File: config.mk
export PLATFORM = sky130hd
export DESIGN_NAME = rfpc_top
export DESIGN_NICKNAME = d
export VERILOG_FILES = /design/src/rfpc_pkg.sv /design/src/rfpc_top.sv
export VERILOG_INCLUDE_DIRS = /design/src /design/src/src
export SDC_FILE = /design/constraint.sdc
export NUM_CORES = 1
export LEC_CHECK = 0
export BUFFER_PORTS_ARGS = -buffer_cell sky130_fd_sc_hd__buf_4
export CAP_MARGIN = 30
export CORE_ASPECT_RATIO = 1.75
export CORE_MARGIN = 8
export CORE_UTILIZATION = 54
export CTS_CLUSTER_DIAMETER = 40
export DETAILED_ROUTE_END_ITERATION = 10
export GPL_ROUTABILITY_DRIVEN = 0
export HOLD_SLACK_MARGIN = 0.02
export PLACE_DENSITY = 0.86
export REMOVE_ABC_BUFFERS = 1
export SLEW_MARGIN = 20
export SYNTH_ARGS = -nofsm -noshare
export SYNTH_HDL_FRONTEND = slang
export SYNTH_SLANG_ARGS = --single-unit
File: constraint.sdc
create_clock -name MCLK -period 9.3 [get_ports MCLK]
set_input_delay 0 -clock MCLK [delete_from_list [all_inputs] [get_ports MCLK]]
set_output_delay 0 -clock MCLK [all_outputs]
set_load 0.03 [all_outputs]
File: src/rfpc_map.svh
`ifndef RFPC_MAP_SVH
`define RFPC_MAP_SVH

// ----------------------------------------
// register indices (byte address = index * 4)
// ----------------------------------------
`define RFPC_IDX_CHIP 6'h00
`define RFPC_IDX_PROTO 6'h01
`define RFPC_IDX_TXOPT 6'h02
`define RFPC_IDX_RXOPT 6'h03
`define RFPC_IDX_MISC 6'h05
`define RFPC_IDX_RTCAL 6'h08
`define RFPC_IDX_PLLCFG 6'h09
`define RFPC_IDX_ISTAT 6'h0E
`define RFPC_IDX_VCOSTAT 6'h10
`define RFPC_IDX_CPCTL 6'h14
`define RFPC_IDX_MODC 6'h15
`define RFPC_IDX_MAIN 6'h16
`define RFPC_IDX_AUX 6'h17
`define RFPC_IDX_CMD 6'h1F

// ----------------------------------------
// direct commands
// ----------------------------------------
`define RFPC_CMD_HOP_MAIN 8'h84
`define RFPC_CMD_HOP_AUX 8'h85

// ----------------------------------------
// field positions
// ----------------------------------------
`define RFPC_CHIP_RF_FIELD_ENABLE 0
`define RFPC_CHIP_REC_ON 1
`define RFPC_CHIP_AGC_ON 2
`define RFPC_CHIP_AGL_ON 3
`define RFPC_CHIP_DAC_ON 4
`define RFPC_CHIP_DIRECT 5
`define RFPC_CHIP_STBY 6
`define RFPC_PROTO_PROT_LO 2
`define RFPC_PROTO_PROT_HI 5
`define RFPC_PROTO_DIR_MODE 6
`define RFPC_PROTO_RX_CRC_N 7
`define RFPC_MISC_CLOCK_OPEN_DRAIN_SELECT 4
`define RFPC_CP_AUTO 8
`define RFPC_AUX_EXTERNAL_RF_INPUT 20
`define RFPC_AUX_PRESC 21
`define RFPC_AUX_LEV_VCO 22
`define RFPC_ISTAT_OSC_OK 0
`define RFPC_ISTAT_RAMP_DONE 2
`define RFPC_ISTAT_SERIAL 7

// ----------------------------------------
// preset values
// ----------------------------------------
`define RFPC_RST_PROTO 8'h02
`define RFPC_RST_TXOPT 8'hF0
`define RFPC_RST_RXOPT 8'h61
`define RFPC_RST_RTCAL 8'h85
`define RFPC_FIFO_BYTES 24

// ----------------------------------------
// timing
// ----------------------------------------
`define RFPC_MCLK_NS 4
`define RFPC_SYSCLK_HZ 5000000
`define RFPC_MCLK_HZ 250000000
`define RFPC_OSC_SETTLE_NS 1500000
`define RFPC_VCO_SETTLE_NS 2000
`define RFPC_RAMP_TARI0_NS 6250
`define RFPC_RAMP_TARI1_NS 12500
`define RFPC_RAMP_TARI2_NS 25000
`define RFPC_RAMP_T100_NS 100000
`define RFPC_RAMP_T200_NS 200000
`define RFPC_RAMP_T400_NS 400000

`endif

File: src/rfpc_pkg.sv
package rfpc_pkg;

  typedef enum logic [1:0] {RAMP_OFF, RAMP_UP, RAMP_ON, RAMP_DOWN} rfpc_ramp_t;
  typedef enum logic {VS_IDLE, VS_WAIT} rfpc_vsel_t;

  // front-end controls driven to the analog blocks
  typedef struct packed {
    logic tx_rx_en;
    logic rec_on;
    logic agc_on;
    logic agl_on;
    logic dac_on;
    logic direct;
    logic stby;
    logic dir_type;
    logic skip_crc;
    logic gen2;
    logic ext_src;
    logic ext_presc;
    logic lev_vco;
    logic [1:0] cp_cur;
    logic cp_inv;
    logic [2:0] osc_bias;
    logic mvco;
  } rfpc_ana_t;

  typedef struct packed {
    logic en_s1;
    logic en_s2;
    logic en_prev;
    logic vh_s1;
    logic vh_s2;
    logic ss_s1;
    logic ss_s2;
    logic serial_q;
    logic [19:0] osc_cnt;
    logic osc_ok;
    logic [4:0] clk_cnt;
    logic clk_lvl;
    logic clk_out;
    logic clk_oe;
    logic [7:0] chip;
    logic [7:0] proto;
    logic [7:0] txopt;
    logic [7:0] rxopt;
    logic [7:0] misc;
    logic [7:0] rtcal;
    logic [7:0] pllcfg;
    logic [15:0] cpctl;
    logic [7:0] modc;
    logic [23:0] mainr;
    logic [23:0] auxr;
    logic mvco;
    logic [3:0] vco_res;
    logic auto_prev;
    rfpc_vsel_t vstate;
    logic [3:0] aseg;
    logic [1:0] astep;
    logic [11:0] acnt;
    logic use_aux;
    rfpc_ramp_t ramp;
    logic [19:0] rcnt;
    logic ramp_done;
    logic field_on;
    logic ramping;
    logic pready;
    logic pslverr;
    logic [31:0] prdata;
    logic [16:0] synth_n;
    logic [2:0] ref_sel;
    logic [3:0] vco_seg;
    logic gen2;
    logic ext_presc;
  } rfpc_st_t;

endpackage

File: src/rfpc_top.sv
`timescale 1ns/1ps
`include "rfpc_map.svh"
// Function
// - host port is 32-bit APB; serial strap level is only latched into bit 7 of register 0E
// - open-drain bit in register 05 makes system clock output open-drain
// - external-input bit in register 17 selects external RF pin as source
// - external-input plus prescaler bits route external VCO through internal PLL
// - three-bit oscillator bias field in register 14 sets oscillator setting
// - VCO segment manual from register 14 or auto on auto-bit rising edge
// - register 10 holds VCO measure bit and last auto segment result
// - register 16 holds A low, B next; ratio is B*32 plus A*33
// - three-bit field in register 16 selects PLL reference clock
// - two-bit charge-pump current field; bit 3 inverts pump polarity
// - command 85 hops to aux register, 84 to main; inactive one rewritable
// - RF-enable bit enables tx/rx and ramps field up; clear ramps down
// - ramp length follows Tari, slowdown field selects 100, 200, 400 us
// - ramp-done bit in register 0E goes high when ramp-up completes
// - chip status bits enable receiver, AGC, AGL, DAC, direct, standby
// - protocol field bits 5 and 2 both zero in register 01 select Gen2
// - bit 6 of register 01 selects direct-mode output signal type
// - bit 7 of register 01 skips CRC check, CRC passed as data
// - enable pin rising edge presets option registers to default operation
// - after oscillator settles, system clock output starts at 5 MHz
module rfpc_top #(
  parameter int OSC_SETTLE_CYC = `RFPC_OSC_SETTLE_NS / `RFPC_MCLK_NS,
  parameter int RAMP_T100_CYC = `RFPC_RAMP_T100_NS / `RFPC_MCLK_NS,
  parameter int RAMP_T200_CYC = `RFPC_RAMP_T200_NS / `RFPC_MCLK_NS,
  parameter int RAMP_T400_CYC = `RFPC_RAMP_T400_NS / `RFPC_MCLK_NS,
  parameter int RAMP_TARI2_CYC = `RFPC_RAMP_TARI2_NS / `RFPC_MCLK_NS,
  parameter int FIFO_BYTES = `RFPC_FIFO_BYTES
) (
  // clock and reset
  input wire logic MCLK,
  input wire logic RST,
  // apb slave
  input wire logic PSEL,
  input wire logic PENABLE,
  input wire logic PWRITE,
  input wire logic [7:0] PADDR,
  input wire logic [31:0] PWDATA,
  output logic PREADY,
  output logic [31:0] PRDATA,
  output logic PSLVERR,
  // pins
  input wire logic EN,
  input wire logic SERIAL_STRAP,
  input wire logic VCO_HIGH,
  output logic SYSTEM_CLOCK_OUTPUT_O,
  output logic SYSTEM_CLOCK_OUTPUT_OE,
  // rf field
  output logic RF_FIELD_ON,
  output logic RF_RAMPING,
  // synthesizer
  output logic [16:0] SYNTH_N,
  output logic [2:0] REF_SEL,
  output logic [3:0] VCO_SEG,
  output rfpc_pkg::rfpc_ana_t ANA
);

  // ----------------------------------------
  // constants and helpers
  // ----------------------------------------
  localparam int CLK_HALF = `RFPC_MCLK_HZ / (2 * `RFPC_SYSCLK_HZ);
  localparam int VCO_SETTLE_CYC = `RFPC_VCO_SETTLE_NS / `RFPC_MCLK_NS;
  localparam int TARI0_CYC = `RFPC_RAMP_TARI0_NS / `RFPC_MCLK_NS;
  localparam int TARI1_CYC = `RFPC_RAMP_TARI1_NS / `RFPC_MCLK_NS;

  function automatic logic [16:0] div_ratio(input logic [9:0] a, input logic [9:0] b);
    div_ratio = 17'({7'h00, b} * 17'h00020) + 17'({7'h00, a} * 17'h00021);
  endfunction

  function automatic logic [19:0] ramp_len(input logic [1:0] tari, input logic [1:0] slow);
    int c;
    c = RAMP_TARI2_CYC;
    unique case (slow)
      2'h1: c = RAMP_T100_CYC;
      2'h2: c = RAMP_T200_CYC;
      2'h3: c = RAMP_T400_CYC;
      default: begin
        if (tari == 2'h0) begin
          c = TARI0_CYC;
        end else if (tari == 2'h1) begin
          c = TARI1_CYC;
        end
      end
    endcase
    ramp_len = 20'(c - 1);
  endfunction

  function automatic rfpc_pkg::rfpc_st_t cfg_preset(input rfpc_pkg::rfpc_st_t x);
    rfpc_pkg::rfpc_st_t y;
    y = x;
    y.chip = 8'h00;
    y.proto = `RFPC_RST_PROTO;
    y.txopt = `RFPC_RST_TXOPT;
    y.rxopt = `RFPC_RST_RXOPT;
    y.rtcal = `RFPC_RST_RTCAL;
    y.misc = 8'h00;
    y.pllcfg = 8'h00;
    y.cpctl = 16'h0000;
    y.modc = 8'h00;
    y.mainr = 24'h000000;
    y.auxr = 24'h000000;
    y.mvco = 1'b0;
    y.use_aux = 1'b0;
    y.gen2 = ~y.proto[`RFPC_PROTO_PROT_HI] & ~y.proto[`RFPC_PROTO_PROT_LO];
    y.ext_presc = 1'b0;
    cfg_preset = y;
  endfunction

  localparam rfpc_pkg::rfpc_st_t ST_INIT = cfg_preset('0);

  rfpc_pkg::rfpc_st_t s_q;
  rfpc_pkg::rfpc_st_t s_d;

  logic en_rise;
  logic acc;
  logic take_wr;
  logic hit;
  logic [31:0] rd;
  logic [5:0] idx;
  logic rf_field_enable;
  logic [19:0] rlen;
  logic [23:0] sel_div;

  // ----------------------------------------
  // next state
  // ----------------------------------------
  always_comb begin
    s_d = s_q;
    idx = PADDR[7:2];
    rf_field_enable = s_q.chip[`RFPC_CHIP_RF_FIELD_ENABLE];
    rlen = ramp_len(s_q.proto[1:0], s_q.modc[1:0]);
    // input synchronisers
    s_d.en_s1 = EN;
    s_d.en_s2 = s_q.en_s1;
    s_d.en_prev = s_q.en_s2;
    s_d.vh_s1 = VCO_HIGH;
    s_d.vh_s2 = s_q.vh_s1;
    s_d.ss_s1 = SERIAL_STRAP;
    s_d.ss_s2 = s_q.ss_s1;
    en_rise = s_q.en_s2 & ~s_q.en_prev;

    // register read mux
    hit = 1'b1;
    rd = 32'h00000000;
    unique case (idx)
      `RFPC_IDX_CHIP: rd = {24'h000000, s_q.chip};
      `RFPC_IDX_PROTO: rd = {24'h000000, s_q.proto};
      `RFPC_IDX_TXOPT: rd = {24'h000000, s_q.txopt};
      `RFPC_IDX_RXOPT: rd = {24'h000000, s_q.rxopt};
      `RFPC_IDX_MISC: rd = {24'h000000, s_q.misc};
      `RFPC_IDX_RTCAL: rd = {24'h000000, s_q.rtcal};
      `RFPC_IDX_PLLCFG: rd = {24'h000000, s_q.pllcfg};
      `RFPC_IDX_ISTAT: begin
        rd[`RFPC_ISTAT_OSC_OK] = s_q.osc_ok;
        rd[`RFPC_ISTAT_RAMP_DONE] = s_q.ramp_done;
        rd[`RFPC_ISTAT_SERIAL] = s_q.serial_q;
      end
      `RFPC_IDX_VCOSTAT: rd = {24'h000000, s_q.vco_res, 3'h0, s_q.mvco};
      `RFPC_IDX_CPCTL: rd = {16'h0000, s_q.cpctl};
      `RFPC_IDX_MODC: rd = {24'h000000, s_q.modc};
      `RFPC_IDX_MAIN: rd = {8'h00, s_q.mainr};
      `RFPC_IDX_AUX: rd = {8'h00, s_q.auxr};
      `RFPC_IDX_CMD: rd = {24'h000000, (s_q.use_aux ? `RFPC_CMD_HOP_AUX : `RFPC_CMD_HOP_MAIN)};
      default: hit = 1'b0;
    endcase

    // apb: one wait state, answer registered
    acc = PSEL & PENABLE & ~s_q.pready;
    take_wr = PSEL & PENABLE & s_q.pready & PWRITE & hit;
    s_d.pready = acc;
    s_d.pslverr = acc & ~hit;
    if (acc) begin
      s_d.prdata = PWRITE ? 32'h00000000 : rd;
    end

    // register writes
    if (take_wr) begin
      unique case (idx)
        `RFPC_IDX_CHIP: s_d.chip = {1'b0, PWDATA[6:0]};
        `RFPC_IDX_PROTO: s_d.proto = PWDATA[7:0];
        `RFPC_IDX_TXOPT: s_d.txopt = PWDATA[7:0];
        `RFPC_IDX_RXOPT: s_d.rxopt = PWDATA[7:0];
        `RFPC_IDX_MISC: s_d.misc = PWDATA[7:0];
        `RFPC_IDX_RTCAL: s_d.rtcal = PWDATA[7:0];
        `RFPC_IDX_PLLCFG: s_d.pllcfg = PWDATA[7:0];
        `RFPC_IDX_VCOSTAT: s_d.mvco = PWDATA[0];
        `RFPC_IDX_CPCTL: s_d.cpctl = {4'h0, PWDATA[11:0]};
        `RFPC_IDX_MODC: s_d.modc = PWDATA[7:0];
        `RFPC_IDX_MAIN: s_d.mainr = PWDATA[23:0];
        `RFPC_IDX_AUX: s_d.auxr = PWDATA[23:0];
        `RFPC_IDX_CMD: begin
          if (PWDATA[7:0] == `RFPC_CMD_HOP_AUX) begin
            s_d.use_aux = 1'b1;
          end else if (PWDATA[7:0] == `RFPC_CMD_HOP_MAIN) begin
            s_d.use_aux = 1'b0;
          end
        end
        default: s_d.use_aux = s_q.use_aux;
      endcase
    end

    // oscillator start-up and system clock output
    if (!s_q.en_s2) begin
      s_d.osc_ok = 1'b0;
    end else if (!s_q.osc_ok) begin
      if (s_q.osc_cnt == 20'h00000) begin
        s_d.osc_ok = 1'b1;
      end else begin
        s_d.osc_cnt = s_q.osc_cnt - 20'h00001;
      end
    end
    if (s_q.osc_ok) begin
      if (s_q.clk_cnt == 5'(CLK_HALF - 1)) begin
        s_d.clk_cnt = 5'h00;
        s_d.clk_lvl = ~s_q.clk_lvl;
      end else begin
        s_d.clk_cnt = s_q.clk_cnt + 5'h01;
      end
    end else begin
      s_d.clk_cnt = 5'h00;
      s_d.clk_lvl = 1'b0;
    end
    if (!s_d.osc_ok) begin
      s_d.clk_out = 1'b0;
      s_d.clk_oe = 1'b0;
    end else if (s_q.misc[`RFPC_MISC_CLOCK_OPEN_DRAIN_SELECT]) begin
      s_d.clk_out = 1'b0;
      s_d.clk_oe = ~s_d.clk_lvl;
    end else begin
      s_d.clk_out = s_d.clk_lvl;
      s_d.clk_oe = 1'b1;
    end

    // vco segment auto selection, successive approximation
    s_d.auto_prev = s_q.cpctl[`RFPC_CP_AUTO];
    unique case (s_q.vstate)
      rfpc_pkg::VS_IDLE: begin
        if (s_q.cpctl[`RFPC_CP_AUTO] && !s_q.auto_prev) begin
          s_d.vstate = rfpc_pkg::VS_WAIT;
          s_d.aseg = 4'h8;
          s_d.astep = 2'h3;
          s_d.acnt = 12'(VCO_SETTLE_CYC - 1);
        end
      end
      rfpc_pkg::VS_WAIT: begin
        if (s_q.acnt != 12'h000) begin
          s_d.acnt = s_q.acnt - 12'h001;
        end else begin
          if (!s_q.vh_s2) begin
            s_d.aseg[s_q.astep] = 1'b0;
          end
          if (s_q.astep == 2'h0) begin
            s_d.vco_res = s_d.aseg;
            s_d.vstate = rfpc_pkg::VS_IDLE;
          end else begin
            s_d.astep = s_q.astep - 2'h1;
            s_d.aseg[s_q.astep - 2'h1] = 1'b1;
            s_d.acnt = 12'(VCO_SETTLE_CYC - 1);
          end
        end
      end
    endcase
    if (!s_q.cpctl[`RFPC_CP_AUTO]) begin
      s_d.vco_seg = s_q.cpctl[7:4];
    end else if (s_q.vstate == rfpc_pkg::VS_WAIT) begin
      s_d.vco_seg = s_q.aseg;
    end else begin
      s_d.vco_seg = s_q.vco_res;
    end

    // rf field ramp
    unique case (s_q.ramp)
      rfpc_pkg::RAMP_OFF: begin
        if (rf_field_enable) begin
          s_d.ramp = rfpc_pkg::RAMP_UP;
          s_d.rcnt = rlen;
        end
      end
      rfpc_pkg::RAMP_UP: begin
        if (!rf_field_enable) begin
          s_d.ramp = rfpc_pkg::RAMP_DOWN;
          s_d.rcnt = rlen;
        end else if (s_q.rcnt == 20'h00000) begin
          s_d.ramp = rfpc_pkg::RAMP_ON;
          s_d.ramp_done = 1'b1;
        end else begin
          s_d.rcnt = s_q.rcnt - 20'h00001;
        end
      end
      rfpc_pkg::RAMP_ON: begin
        if (!rf_field_enable) begin
          s_d.ramp = rfpc_pkg::RAMP_DOWN;
          s_d.rcnt = rlen;
          s_d.ramp_done = 1'b0;
        end
      end
      rfpc_pkg::RAMP_DOWN: begin
        if (rf_field_enable) begin
          s_d.ramp = rfpc_pkg::RAMP_UP;
          s_d.rcnt = rlen;
        end else if (s_q.rcnt == 20'h00000) begin
          s_d.ramp = rfpc_pkg::RAMP_OFF;
        end else begin
          s_d.rcnt = s_q.rcnt - 20'h00001;
        end
      end
    endcase
    s_d.field_on = s_d.ramp != rfpc_pkg::RAMP_OFF;
    s_d.ramping = (s_d.ramp == rfpc_pkg::RAMP_UP) || (s_d.ramp == rfpc_pkg::RAMP_DOWN);

    // synthesizer divider from the active register
    sel_div = s_d.use_aux ? s_d.auxr : s_d.mainr;
    s_d.synth_n = div_ratio(sel_div[9:0], sel_div[19:10]);
    s_d.ref_sel = s_d.mainr[22:20];

    // enable pin rising edge: presets and oscillator restart
    if (en_rise) begin
      s_d = cfg_preset(s_d);
      s_d.serial_q = s_q.ss_s2;
      s_d.osc_cnt = 20'(OSC_SETTLE_CYC - 1);
      s_d.osc_ok = 1'b0;
      s_d.ramp = rfpc_pkg::RAMP_OFF;
      s_d.ramp_done = 1'b0;
      s_d.field_on = 1'b0;
      s_d.ramping = 1'b0;
      s_d.clk_out = 1'b0;
      s_d.clk_oe = 1'b0;
    end

    // decoded front-end controls, registered
    s_d.gen2 = ~s_d.proto[`RFPC_PROTO_PROT_HI] & ~s_d.proto[`RFPC_PROTO_PROT_LO];
    s_d.ext_presc = s_d.auxr[`RFPC_AUX_EXTERNAL_RF_INPUT] & s_d.auxr[`RFPC_AUX_PRESC];
  end

  // ----------------------------------------
  // state register
  // ----------------------------------------
  always_ff @(posedge MCLK) begin
    if (RST) begin
      s_q <= ST_INIT;
    end else begin
      s_q <= s_d;
    end
  end

  // ----------------------------------------
  // outputs
  // ----------------------------------------
  assign PREADY = s_q.pready;
  assign PRDATA = s_q.prdata;
  assign PSLVERR = s_q.pslverr;
  assign SYSTEM_CLOCK_OUTPUT_O = s_q.clk_out;
  assign SYSTEM_CLOCK_OUTPUT_OE = s_q.clk_oe;
  assign RF_FIELD_ON = s_q.field_on;
  assign RF_RAMPING = s_q.ramping;
  assign SYNTH_N = s_q.synth_n;
  assign REF_SEL = s_q.ref_sel;
  assign VCO_SEG = s_q.vco_seg;
  assign ANA.tx_rx_en = s_q.chip[`RFPC_CHIP_RF_FIELD_ENABLE];
  assign ANA.rec_on = s_q.chip[`RFPC_CHIP_REC_ON];
  assign ANA.agc_on = s_q.chip[`RFPC_CHIP_AGC_ON];
  assign ANA.agl_on = s_q.chip[`RFPC_CHIP_AGL_ON];
  assign ANA.dac_on = s_q.chip[`RFPC_CHIP_DAC_ON];
  assign ANA.direct = s_q.chip[`RFPC_CHIP_DIRECT];
  assign ANA.stby = s_q.chip[`RFPC_CHIP_STBY];
  assign ANA.dir_type = s_q.proto[`RFPC_PROTO_DIR_MODE];
  assign ANA.skip_crc = s_q.proto[`RFPC_PROTO_RX_CRC_N];
  assign ANA.gen2 = s_q.gen2;
  assign ANA.ext_src = s_q.auxr[`RFPC_AUX_EXTERNAL_RF_INPUT];
  assign ANA.ext_presc = s_q.ext_presc;
  assign ANA.lev_vco = s_q.auxr[`RFPC_AUX_LEV_VCO];
  assign ANA.cp_cur = s_q.cpctl[1:0];
  assign ANA.cp_inv = s_q.cpctl[3];
  assign ANA.osc_bias = s_q.cpctl[11:9];
  assign ANA.mvco = s_q.mvco;

endmodule

==> impl_metrics.ini <==
[floorplan]
dieArea_sq_mm = 0.0308
initial_core_util = 0.544
coreArea_sq_mm = 0.0250
die_x_um = 136
num_rows = 77
die_y_um = 226
num_io_pins = 130

[sta]
max_freq_mhz = 175
max_slew.worst_pin.slew_ns = 1.03
fin_crit_ns = 5.71
setup_viol = 0
skew_ns = 0.0128
setup_tns_ns = 0
period_share = 0.614
rsz0062_at_grt = no
hold_viol_final = 0
slew_viol_final = 0
whs_ns = 0.0532
maxSlewHeadroom = 0.315

[setup_path]
path_buf_inv = 0
cpPeakStageDelay_ns = 0.84
worstPathArrival_ns = 6.17
path_max_fanout = 20
end_kind = flip-flop
r2r_cells = 16
critPathSlowestCell = nand2b_1
path_cells = and4b_1 > o311ai_1 > or2_1 > nand2b_1 > o22ai_1 > nor2_1 > ha_1 > ha_1 > fa_1 > fa_1 > a21o_1 > a21oi_1 > o21bai_1 > a2111o_1 > nand3_1 > nor3b_1
cp_data_required_time_ns = 9.76
startpoint_type = flip-flop
criticalPathCategory = reg -> reg
crit_cells = 16
cp_top_family = simple AND/OR/NAND/NOR gates

[cells_and_area]
final_cell_area_sq_mm = 0.0151
drive_above_1_share = 0.130
final_nets = 1660
mostFrequentLayoutCells = dfxtp_1 (262), nor2_1 (254), mux2i_1 (135)
final_common_cell = dfxtp_1
area_growth_pct = 11.0
fin_util = 0.604
n_antenna_cell = 0

[detailed_routing]
drt-pass1-iter-count = 7
wl_per_cell_um = 20.0
drt_iter0_drc = 968
wirelength_mm = 38.1
drt.antenna.violating_nets = 0
detail_route.vias_per_cell = 6.13
via_count = 11600
drc = 0

[yosys]
synth_edf_count = 0
synth_seq_cells = 262
synthCells = 1550
syn_avg_cell_area_sq_um = 8.79
synthesis.area_sq_mm = 0.0136
ys.flop_type = dfxtp_1
yosys_warnings = 0
synth-async-reset-ratio = 0
ys_seq_area_frac = 0.385
synthTopCellsByArea = dfxtp_1 (39%), mux2i_1 (9.9%), nor2_1 (7.0%)
synthDominantCellAreaShare = 0.385
synth_cell_types = 84
synth_top_area_cell = dfxtp_1

[placement]
port_buffers = 111
hpwl_mm = 26.5
placed_cell_area_sq_mm = 0.0140

[grt]
grt_max_degree = 103
grt_pass1_vias = 11500
grt_overflow = 0
grt_pass1_wl_mm = 59.4
antenna_found_initial = 0
gr-usage-all-layers = 0.240

[clock_network]
numCtsBuffers = 25
worst_skew_pair.late_latency_ns = 0.54
cts_tree = built
htreeDepth = 1
post_cts_buffers = 0
cts.sinks = 262
cts_root_buf = clkbuf_16
clkTransAtPathRegs_ns = 0.06
clock_path_buffers = 3
ctsResizeCount = 0

[power]
power.total_mw = 2.29
leakagePower_nw = 5.74
ir_worst_vdd_uv = 119
power_density_mw_per_mm2 = 151

[status]
status = complete, no violations

[job]
cap_violations = 0

[min_path]
hold_class = in -> reg
hold_path_depth = 3
-- synthesized netlist by cell type, types with 25 or more instances --
library cell and n:
dfxtp_1 262, clkbuf_1 62, mux2i_1 135, a22oi_1 33
nor2b_1 27, nor2_1 254, o21ai_0 47, nand3_1 25
ha_1 41, inv_1 51, a21oi_1 78, nand2_1 68
nor3_1 37, buf_4 85
-- repair_timing --
action / in CTS / in global routing
hold buffers: 31 / 0
hold endpoints to repair: 142 / 0
endpoints found under the setup margin: 0 / 0
-- metrics by stage --
stage | cells | setup slack (ns)
final | 1899 | 3.59
after global routing | 1899 | 3.34
after CTS | 1895 | 3.69
after detailed placement | 1819 | 3.43
after global placement | 1815 | 3.57
after floorplan | 1379 | 4.31
-- routing by layer --
| metal | global-route usage | vias up | wire length [um] |
|---|---|---|---|
| li1 | - | 5410 | - |
| met1 | 0.243 | 5529 | 13500 |
| met2 | 0.423 | 533 | 19200 |
| met3 | 0.0359 | 175 | 2270 |
| met4 | 0.203 | 0 | 3050 |
| met5 | 0 | - | 0 |
-- state kept, by name, indices dropped and copies added (netlist names), named ones only --
signal / flops
ANA: 19
RF_FIELD_ON: 1
PSLVERR: 1
PREADY: 1
SYSTEM_CLOCK_OUTPUT_O: 1
PRDATA: 24
SYNTH_N: 17
VCO_SEG: 4
REF_SEL: 3
SYSTEM_CLOCK_OUTPUT_OE: 1
s_q: 187
-- cell type report --
class | instances | area [sq um]
Clock inverter | 10 | 96.3
Timing Repair Buffer | 159 | 1290
Clock buffer | 35 | 703
Multi-Input combinational cell | 1065 | 7200
Inverter | 52 | 195
Tap cell | 316 | 395
Fill cell | 2066 | 9930
Sequential cell | 262 | 5250
-- worst min-delay path: stages --
cell and delay (ns):
buf_4 0.20, nor3_1 0.10, o31a_1 0.24
-- cells by family (layout without fill, tap and decap cells) --
family	count (synthesis)	in the layout	synth area share
xor gates and xnor gates	41	41	0.0264
AOI/OAI and AO/OA	317	317	0.163
other	1	8	0.000275
buffers and inverters	230	256	0.0908
muxes	140	140	0.103
DFF	262	262	0.385
adders and majority gates	47	47	0.0465
and+or+nand+nor	512	512	0.185
-- power breakdown --
group          internal [mW]  total (mW)  switching [mW]
Sequential              1.13        1.14         0.00787
Clock                  0.562        1.01           0.448
Combinational         0.0521       0.143          0.0910
-- worst paths after layout --
| path | from | to | slack (ns) |
|---|---|---|---|
| min | PADDR[4] | PSLVERR$_SDFF_PP0_ | 0.05 |
| max reg2reg | PREADY$_SDFF_PP0_ | SYNTH_N[14]$_SDFF_PP0_ | 3.59 |
| min reg2reg | s_q[272]$_SDFF_PP0_ | s_q[271]$_SDFF_PP0_ | 0.45 |
| max | PREADY$_SDFF_PP0_ | SYNTH_N[14]$_SDFF_PP0_ | 3.59 |
No activity file was read; power rests on OpenSTA's default activity.
